<file path="config.mk">
export PLATFORM = sky130hd
export DESIGN_NAME = rmb_bridge_ctrl_flat
export DESIGN_NICKNAME = d
export VERILOG_FILES = /design/src/core/rmb_pkg.sv /design/src/core/rmb_link_if.sv /design/src/core/rmb_bridge_ctrl.sv /design/src/flat_wrapper.sv
export VERILOG_INCLUDE_DIRS = /design/src /design/src/core
export SDC_FILE = /design/constraint.sdc
export NUM_CORES = 1
export LEC_CHECK = 0
export BUFFER_PORTS_ARGS = -buffer_cell sky130_fd_sc_hd__buf_2
export CORE_AREA = 2 2 94 96
export DETAILED_ROUTE_END_ITERATION = 12
export DIE_AREA = 0 0 96 98
export GPL_TIMING_DRIVEN = 0
export PLACE_DENSITY = 0.52
export SLEW_MARGIN = 20
export SYNTH_ARGS = -nofsm -noshare
export SYNTH_HDL_FRONTEND = slang
export SYNTH_SLANG_ARGS = --single-unit
export TNS_END_PERCENT = 50
</file>
<file path="constraint.sdc">
create_clock -name clk -period 2.3 [get_ports clk]
set_input_delay 0.23 -clock clk [delete_from_list [all_inputs] [get_ports clk]]
set_output_delay 0.23 -clock clk [all_outputs]
set_load 0.01 [all_outputs]
</file>
<file path="src/core/rmb_regs.svh">
`ifndef RMB_REGS_SVH
`define RMB_REGS_SVH

`define RMB_CLK_MHZ 250
`define RMB_HOLD_US 125
`define RMB_HOLD_CYC (`RMB_HOLD_US * `RMB_CLK_MHZ)
`define RMB_DEAD_NS 3000
`define RMB_DEAD_CYC ((`RMB_DEAD_NS * `RMB_CLK_MHZ) / 1000)
`define RMB_IPWM_PRESCALE 6'h25
`define RMB_HPWM_PRESCALE 6'h27
`define RMB_DIR_GAP_US 2500
`define RMB_DIR_GAP_CYC (`RMB_DIR_GAP_US * `RMB_CLK_MHZ)
`define RMB_DUTY_FULL 8'hFF
`define RMB_START_DUTY 8'h4D
`define RMB_START_PERIODS 5'h10

`endif

</file>
<file path="src/core/rmb_pkg.sv">
package rmb_pkg;

  typedef enum logic [1:0] {
    RMB_STANDBY,
    RMB_FORWARD,
    RMB_REVERSE,
    RMB_BRAKE
  } rmb_mode_e;

  typedef struct packed {
    logic [1:0] sync1;
    logic [1:0] sync2;
    rmb_mode_e mode;
    logic [15:0] hold_cnt;
    logic [9:0] dead_cnt;
    logic [5:0] pre_cnt;
    logic [7:0] duty_cnt;
    logic active;
    logic high_side_switch_a;
    logic low_side_switch_a;
    logic high_side_switch_b;
    logic low_side_switch_b;
    logic bridge_output_a_level;
    logic bridge_output_a_float;
    logic bridge_output_b_level;
    logic bridge_output_b_float;
  } rmb_dev_state_s;

  typedef struct packed {
    rmb_mode_e mode;
    logic [19:0] gap_cnt;
    logic [5:0] pre_cnt;
    logic [7:0] phase;
    logic [4:0] boost_cnt;
    logic forward_direction_input;
    logic reverse_direction_input;
  } rmb_host_state_s;

endpackage

</file>
<file path="src/core/rmb_link_if.sv">
`timescale 1ns/1ps
interface rmb_link_if;
  logic forward_direction_input;
  logic reverse_direction_input;

  modport dev
  (
    input forward_direction_input,
    input reverse_direction_input
  );

  modport host
  (
    output forward_direction_input,
    output reverse_direction_input
  );
endinterface

</file>
<file path="src/core/rmb_bridge_ctrl.sv">
`timescale 1ns/1ps
`include "rmb_regs.svh"
module rmb_bridge_ctrl #(
  parameter int HOLD_CYC = `RMB_HOLD_CYC
)
(
  input wire logic clk,
  input wire logic reset_n,
  rmb_link_if.dev link,
  input wire logic [7:0] ref_ratio,
  output logic high_side_switch_a,
  output logic low_side_switch_a,
  output logic high_side_switch_b,
  output logic low_side_switch_b,
  output logic bridge_output_a_level,
  output logic bridge_output_a_float,
  output logic bridge_output_b_level,
  output logic bridge_output_b_float,
  output logic circuits_active,
  output rmb_pkg::rmb_mode_e mode_status
);

  localparam int DEAD_CYC = `RMB_DEAD_CYC;

  rmb_pkg::rmb_dev_state_s state_reg;
  rmb_pkg::rmb_dev_state_s state_next;

  logic forward_line;
  logic rev;
  logic ref_full;
  logic int_pwm;
  logic pulse_a;
  logic pulse_b;
  logic off;
  rmb_pkg::rmb_mode_e target;

  always_comb
  begin
    state_next = state_reg;
    // two-stage synchroniser, second stage only is decoded
    state_next.sync1 = {link.reverse_direction_input, link.forward_direction_input};
    state_next.sync2 = state_reg.sync1;
    forward_line = state_reg.sync2[0];
    rev = state_reg.sync2[1];
    ref_full = (ref_ratio == `RMB_DUTY_FULL);
    target = state_reg.mode;

    // mode decode
    if (forward_line && rev)
    begin
      target = rmb_pkg::RMB_BRAKE;
      state_next.hold_cnt = 16'h0000;
    end
    else if (forward_line)
    begin
      target = rmb_pkg::RMB_FORWARD;
      state_next.hold_cnt = 16'h0000;
    end
    else if (rev)
    begin
      target = rmb_pkg::RMB_REVERSE;
      state_next.hold_cnt = 16'h0000;
    end
    else if (state_reg.mode == rmb_pkg::RMB_BRAKE || state_reg.mode == rmb_pkg::RMB_STANDBY)
    begin
      target = rmb_pkg::RMB_STANDBY;
      state_next.hold_cnt = 16'h0000;
    end
    else if (int'(state_reg.hold_cnt) >= HOLD_CYC - 1)
    begin
      target = rmb_pkg::RMB_STANDBY;
      state_next.hold_cnt = 16'h0000;
    end
    else
    begin
      // previous forward or reverse mode kept while both lines are low, for up to HOLD_CYC cycles
      target = state_reg.mode;
      state_next.hold_cnt = state_reg.hold_cnt + 16'h0001;
    end

    // dead time between two driven modes
    if (target != state_reg.mode && state_reg.mode != rmb_pkg::RMB_STANDBY
        && target != rmb_pkg::RMB_STANDBY)
    begin
      state_next.dead_cnt = DEAD_CYC[9:0];
    end
    else if (target == rmb_pkg::RMB_STANDBY)
    begin
      state_next.dead_cnt = 10'h000;
    end
    else if (state_reg.dead_cnt != 10'h000)
    begin
      state_next.dead_cnt = state_reg.dead_cnt - 10'h001;
    end
    state_next.mode = target;
    state_next.active = (target != rmb_pkg::RMB_STANDBY);

    // internal duty oscillator, stopped in standby
    if (!state_next.active)
    begin
      state_next.pre_cnt = 6'h00;
      state_next.duty_cnt = 8'h00;
    end
    else if (state_reg.pre_cnt == `RMB_IPWM_PRESCALE - 6'h01)
    begin
      state_next.pre_cnt = 6'h00;
      state_next.duty_cnt = state_reg.duty_cnt + 8'h01;
    end
    else
    begin
      state_next.pre_cnt = state_reg.pre_cnt + 6'h01;
    end
    int_pwm = (state_reg.duty_cnt < ref_ratio);

    // full reference: low side follows the pulsed line
    pulse_a = ref_full ? forward_line : int_pwm;
    pulse_b = ref_full ? rev : int_pwm;
    off = (state_next.dead_cnt != 10'h000);

    // all four switches from one register update
    state_next.high_side_switch_a = 1'b0;
    state_next.low_side_switch_a = 1'b0;
    state_next.high_side_switch_b = 1'b0;
    state_next.low_side_switch_b = 1'b0;
    if (!off)
    begin
      case (target)
        rmb_pkg::RMB_FORWARD:
        begin
          state_next.high_side_switch_a = 1'b1;
          state_next.low_side_switch_a = pulse_a;
        end
        rmb_pkg::RMB_REVERSE:
        begin
          state_next.high_side_switch_b = 1'b1;
          state_next.low_side_switch_b = pulse_b;
        end
        rmb_pkg::RMB_BRAKE:
        begin
          state_next.low_side_switch_a = 1'b1;
          state_next.low_side_switch_b = 1'b1;
        end
        default:
        begin
          state_next.low_side_switch_a = 1'b0;
          state_next.low_side_switch_b = 1'b0;
        end
      endcase
    end

    // bridge output levels
    state_next.bridge_output_a_level = state_next.high_side_switch_a;
    state_next.bridge_output_a_float =
      !state_next.high_side_switch_a && !state_next.low_side_switch_a;
    state_next.bridge_output_b_level = state_next.high_side_switch_b;
    state_next.bridge_output_b_float =
      !state_next.high_side_switch_b && !state_next.low_side_switch_b;
  end

  always_ff @(posedge clk or negedge reset_n)
  begin
    if (!reset_n)
    begin
      state_reg <= '{
        sync1: 2'h0,
        sync2: 2'h0,
        mode: rmb_pkg::RMB_STANDBY,
        hold_cnt: 16'h0000,
        dead_cnt: 10'h000,
        pre_cnt: 6'h00,
        duty_cnt: 8'h00,
        active: 1'b0,
        high_side_switch_a: 1'b0,
        low_side_switch_a: 1'b0,
        high_side_switch_b: 1'b0,
        low_side_switch_b: 1'b0,
        bridge_output_a_level: 1'b0,
        bridge_output_a_float: 1'b1,
        bridge_output_b_level: 1'b0,
        bridge_output_b_float: 1'b1
      };
    end
    else
    begin
      state_reg <= state_next;
    end
  end

  assign high_side_switch_a = state_reg.high_side_switch_a;
  assign low_side_switch_a = state_reg.low_side_switch_a;
  assign high_side_switch_b = state_reg.high_side_switch_b;
  assign low_side_switch_b = state_reg.low_side_switch_b;
  assign bridge_output_a_level = state_reg.bridge_output_a_level;
  assign bridge_output_a_float = state_reg.bridge_output_a_float;
  assign bridge_output_b_level = state_reg.bridge_output_b_level;
  assign bridge_output_b_float = state_reg.bridge_output_b_float;
  assign circuits_active = state_reg.active;
  assign mode_status = state_reg.mode;

endmodule

</file>
<file path="src/flat_wrapper.sv">
// flat-port wrapper written by rule: the top's interface ports become plain ports
module rmb_bridge_ctrl_flat 
#(
  parameter int HOLD_CYC = `RMB_HOLD_CYC
)
  (clk, reset_n, ref_ratio, high_side_switch_a, low_side_switch_a, high_side_switch_b, low_side_switch_b, bridge_output_a_level, bridge_output_a_float, bridge_output_b_level, bridge_output_b_float, circuits_active, mode_status, link_forward_direction_input, link_reverse_direction_input);
  rmb_link_if link_i ();
  input wire logic clk;
  input wire logic reset_n;
  input wire logic [7:0] ref_ratio;
  output logic high_side_switch_a;
  output logic low_side_switch_a;
  output logic high_side_switch_b;
  output logic low_side_switch_b;
  output logic bridge_output_a_level;
  output logic bridge_output_a_float;
  output logic bridge_output_b_level;
  output logic bridge_output_b_float;
  output logic circuits_active;
  output rmb_pkg::rmb_mode_e mode_status;
  input wire logic [$bits(link_i.forward_direction_input)-1:0] link_forward_direction_input;
  input wire logic [$bits(link_i.reverse_direction_input)-1:0] link_reverse_direction_input;
  assign link_i.forward_direction_input = link_forward_direction_input;
  assign link_i.reverse_direction_input = link_reverse_direction_input;
  rmb_bridge_ctrl #(.HOLD_CYC(HOLD_CYC)) u_core (.clk(clk), .reset_n(reset_n), .link(link_i), .ref_ratio(ref_ratio), .high_side_switch_a(high_side_switch_a), .low_side_switch_a(low_side_switch_a), .high_side_switch_b(high_side_switch_b), .low_side_switch_b(low_side_switch_b), .bridge_output_a_level(bridge_output_a_level), .bridge_output_a_float(bridge_output_a_float), .bridge_output_b_level(bridge_output_b_level), .bridge_output_b_float(bridge_output_b_float), .circuits_active(circuits_active), .mode_status(mode_status));
endmodule
</file>
==> Yosys cells after proc, flatten, opt, wreduce, memory -nomap -nowiden <==
Index checks and enable logic that the tools add are counted.
{ "op_classes": {"eq_ne": 8, "n_mux": 23, "add_sub_neg": 4, "n_lt_le_gt_ge": 2, "n_reduce_logical": 16} }
{ "op_table": {"columns": ["cell", "count"], "rows": [
  ["16-bit two-way mux", 5],
  ["10-bit two-way mux", 3],
  ["10-bit nonzero test", 2],
  ["16-bit by 1-bit adder with 16-bit output, second input constant", 1],
  ["16-bit by 15-bit >= comparator with 1-bit output, second input constant", 1],
  ["14-bit two-way mux", 1],
  ["2-bit two-way mux", 5],
  ["10-bit by 1-bit subtractor with 10-bit output, second input constant", 1],
  ["8-bit by 1-bit adder with 8-bit output, second input constant", 1],
  ["8-bit == test, second input constant", 1],
  ["8-bit < comparator", 1],
  ["8-bit two-way mux", 1],
  ["6-bit by 1-bit adder with 6-bit output, second input constant", 1],
  ["2-bit == test, second input constant", 3],
  ["6-bit == test, second input constant", 1],
  ["6-bit two-way mux", 1],
  ["1-bit logical AND", 5],
  ["1-bit zero test", 4],
  ["2-bit zero test", 2],
  ["1-bit two-way mux", 4],
  ["4-bit two-way mux", 1],
  ["1-bit case mux with 2 select lines", 2],
  ["2-bit nonzero test", 2],
  ["2-bit by 1-bit == test with 1-bit output, second input constant", 1],
  ["3 further kinds", 3]
]} }
{ "totals": {"elab_cells": 67, "output_inout_bits": 11, "in_bits": 12, "regBits": 53} }

==> Longest topological paths before layout <==
{ "depth": {"ltp_word": 14, "ltp_mapped": 9, "ltp_nobuf": 9} }

==> Worst setup path before layout <==
No wires, ideal clock.
{ "synth_path": {"kind": "register to register", "start": "register u_core.state_reg[23] (netlist name)", "end": "register u_core.state_reg (netlist bit u_core.low_side_switch_a)", "synth_period_minus_slack_ns": 2.395, "setup_slack_ns": -0.095, "path_stages_with_launch": 10, "t_arrival_ns": 2.322, "n_path_buf": 1, "setup_time_ns": 0.074, "required_time_ns": 2.226, "cell_sequence": "dfrtp_1 buf_2 inv_1 ha_1 or3b_4 or3_4 or4_4 o21ai_2 nand4_2 a21oi_2"} }
{ "synth_rtl": {"columns": ["element", "line_no", "source"], "rows": [
  ["start: declaration", "rmb_bridge_ctrl.sv:25", "rmb_pkg::rmb_dev_state_s state_reg;"],
  ["start signal: assignment", "rmb_bridge_ctrl.sv:164", "state_reg <= '{"],
  ["start signal: assignment", "rmb_bridge_ctrl.sv:185", "state_reg <= state_next;"]
]} }

==> impl_results.md <==
- Async set or reset register ratio after synthesis: 1.00
- Slew @ Worst Pin: 687 ps
- Area grow syn2layout: 21.5%
- Reg2reg path depth: 8
- Delay-heaviest family, CP: simple AND/OR/NAND/NOR gates
- Drt via density: 4.88
- Cell Area, Placed: 3140 um2
- Clock Sinks: 53
- R2R Setup Slk: -30 ps
- Nets@finish: 362
- Worst Path Required: 2540 ps
- Initial antenna violation count: 0
- Fmax: 428 MHz
- Pwr/cell area: 633 nW/um2
- Worst path max stage delay: 440 ps
- Commonest cells after routing, fill and taps aside: dfrtp_1 (48), nor2_1 (39), buf_4 (23)
- Hold Startpoint: link_forward_direction_input
- # fillers: 837
- RSZ-0062 raised after global routing: yes
- Failing checks: negative setup slack
- IO Count: 23
- CTS tree: yes
- Reg area: 1330 um2
- Final RePlAce weighted congestion: 0.790
- Library cells used by synthesis: 54
- First-pass GRT wire length: 10.5 mm
- Final ANT Viol Nets: 0
- Leading cell type in the layout, fill and taps excluded: dfrtp_1
- Clk_lat worst skew: 310 ps
- Critical Path Stages: 8
- Rows: 34
- Syn nets: 317
- Worst hold margin: 27.5 ps
- Rel. slew slack: 0.542
- R2r startpoint: u_core.state_reg[24]
- Synthesized area: 2880 um2
- Worst VDD drop: 327 uV
- Synthesis warning total: 0
- CTS Buffer Depth: 2
- Starting Density: 0.340
- Largest register FFs: 40
- CP max FO: 5
- R2R Path End: u_core.low_side_switch_b
- Max Cap Violations: 0
- Pin count of the biggest net entering global routing: 54
- Vias in the first global route: 2165
- Synth Register Bits: 53
- Crit path buffers/inverters: 1
- Post-Syn Instances: 290
- EDFF count, synth: 0
- H-tree level count: 2
- Worst clock skew: 8.01 ps
- Final period demand of the worst path: 2330 ps
- Clk Tree Root Cell: clkbuf_8
- Slowest stage cell on the critical path: dfrtp_2
- Fin. Hold Viols: 0
- Fin area: 3500 um2
- Routed wire length: 5.90 mm
- Final Max Tran Viols: 0
- GRT Total Usage: 0.140
- TritonCTS buffer count: 5
- Dominant synthesized flop cell: dfrtp_1
- Critical path capture point type: register
- Final worst path period share: 1.02
- Routed WL per cell: 13.3 um
- Crit path to: u_core.low_side_switch_b
- Port bufs: 22
- GRT overflow: 0
- Setup Crit Path Kind: register to register
- Min-Delay Path Class: primary input to register
- Core area: 8470 um2
- Worst path cell trace: inv_1, ha_4, or3b_4, or3_4, or4_4, o21ai_4, nand4_4, a21oi_2
- Syn Area/Cell: 9.94 um2
- Die Y: 98 um
- Final WS setup: -34.9 ps
- Residual DRC: 0
- # diodes: 0
- TNS Setup: -79.0 ps
- Pre-antenna DRT Iters: 4
- Vias post-DR: 2165
- # setup viols final: 3
- Worst setup SP type: register
- DRT iter0 DRCs: 110
- Worst path arrival time: 2580 ps
- Post-DP HPWL: 4.16 mm
- Status: finished with violations
- Clock-pin slew on the worst setup and hold paths: 100 ps
- Area of the multi-input gates: 1540 um2
- Share of cells above drive strength 1: 0.274
- Leak: 1.56 nW
- Chip width: 96 um
- Sequential area share after synthesis: 0.461
- Worst Setup SP: u_core.state_reg[24]
- Die ar.: 9410 um2
[metal layers]
| layer | routed length [um] | track usage | share of wire | vias up |
|---|---|---|---|---|
| li1 | - | - | - | 1089 |
| met1 | 2860 | 0.201 | 0.49 | 1043 |
| met5 | 0 | 0 | 0 | - |
| met4 | 67 | 0.0374 | 0.011 | 0 |
| met3 | 140 | 0.0231 | 0.024 | 7 |
| met2 | 2820 | 0.218 | 0.48 | 26 |
[cells in the mapped netlist (all sizes together) (3+ instances only)]
master  count  area [um2]
a211oi      3        27.5
a21oi      18        97.6
a31oi       4        25.0
and3        7        43.8
buf         7        53.8
clkbuf      3        11.3
dfrtp      51        1280
ha         15         188
inv        18        67.6
nand2      14        52.6
nand2b      4        25.0
nand3      10        50.1
nand3b      4        30.0
nand4       7        56.3
nor2       42         158
nor3        7        35.0
nor3b       3        27.5
nor4        5        31.3
o21ai       6        33.8
o31ai       3        36.3
or3         5        36.3
or4         3        26.3
xnor2      13         114
xor2       13         114
[layout make-up]
type                       count  share of cell area
buffer                         8              0.0172
inverter                      18              0.0200
clock inverter                 1             0.00858
sequential                    53               0.381
multi-input combinational    209               0.439
timing repair buffer          40              0.0715
clock buffer                   7              0.0247
tap                          108              0.0386
[how the worst min path moves through the flow]
stage / to / slack, ps / depth (start not counted)
CTS: u_core.state_next[51] / 20 / 1
global placement: u_core.state_next[51] / 340 / 1
finish: u_core.state_next[51] / 30 / 1
detailed placement: u_core.state_reg[40] / 320 / 1
global route: u_core.state_next[52] / 20 / 1
floorplan: u_core.circuits_active / -70 / 0
[cell families (layout without fill, tap and decap cells)]
| family | after synthesis | after routing | synth area share |
|---|---|---|---|
| buffers and inverters | 28 | 74 | 0.0460 |
| adders and majority gates | 15 | 15 | 0.0651 |
| muxes | 2 | 2 | 0.00695 |
| and+or+nand+nor | 119 | 119 | 0.221 |
| xor gates and xnor gates | 26 | 26 | 0.0790 |
| AOI/OAI and AO/OA | 46 | 46 | 0.119 |
| other | 1 | 1 | 0.00130 |
| DFF | 53 | 53 | 0.461 |
[power breakdown]
group / leakage (nW) / switching [mW] / total (mW) / internal [mW]
clock network: 0.0585 / 0.302 / 0.657 / 0.355
registers: 0.680 / 0.0721 / 1.07 / 0.997
logic: 0.819 / 0.260 / 0.491 / 0.230
[worst register-to-register path: stages (launching register included)]
cell	delay, ps
dfrtp_2	440
inv_1	100
ha_4	150
or3b_4	400
or3_4	340
or4_4	440
o21ai_4	120
nand4_4	170
a21oi_2	130
[through the flow]
step           power [mW]  cells   util  worst slack [ps]
4_1_cts              2.23    444  0.410             -45.4
3_3_place_gp         1.48    420  0.371              -306
2_1_floorplan        1.37    290      -             0.279
5_1_grt              2.35    444  0.414              -132
3_5_place_dp         1.49    420  0.371              -297
6_report             2.22    444  0.414             -34.9
[timing repair]
item,4_1_cts,5_1_grt
hold buffers,1,0
setup endpoints to repair,26,31
gates resized for setup,19,10
buffers inserted,15,2
pin swaps,11,3
endpoints found under the hold margin,51,0
Note: power is estimated with default switching activity, not from simulation.
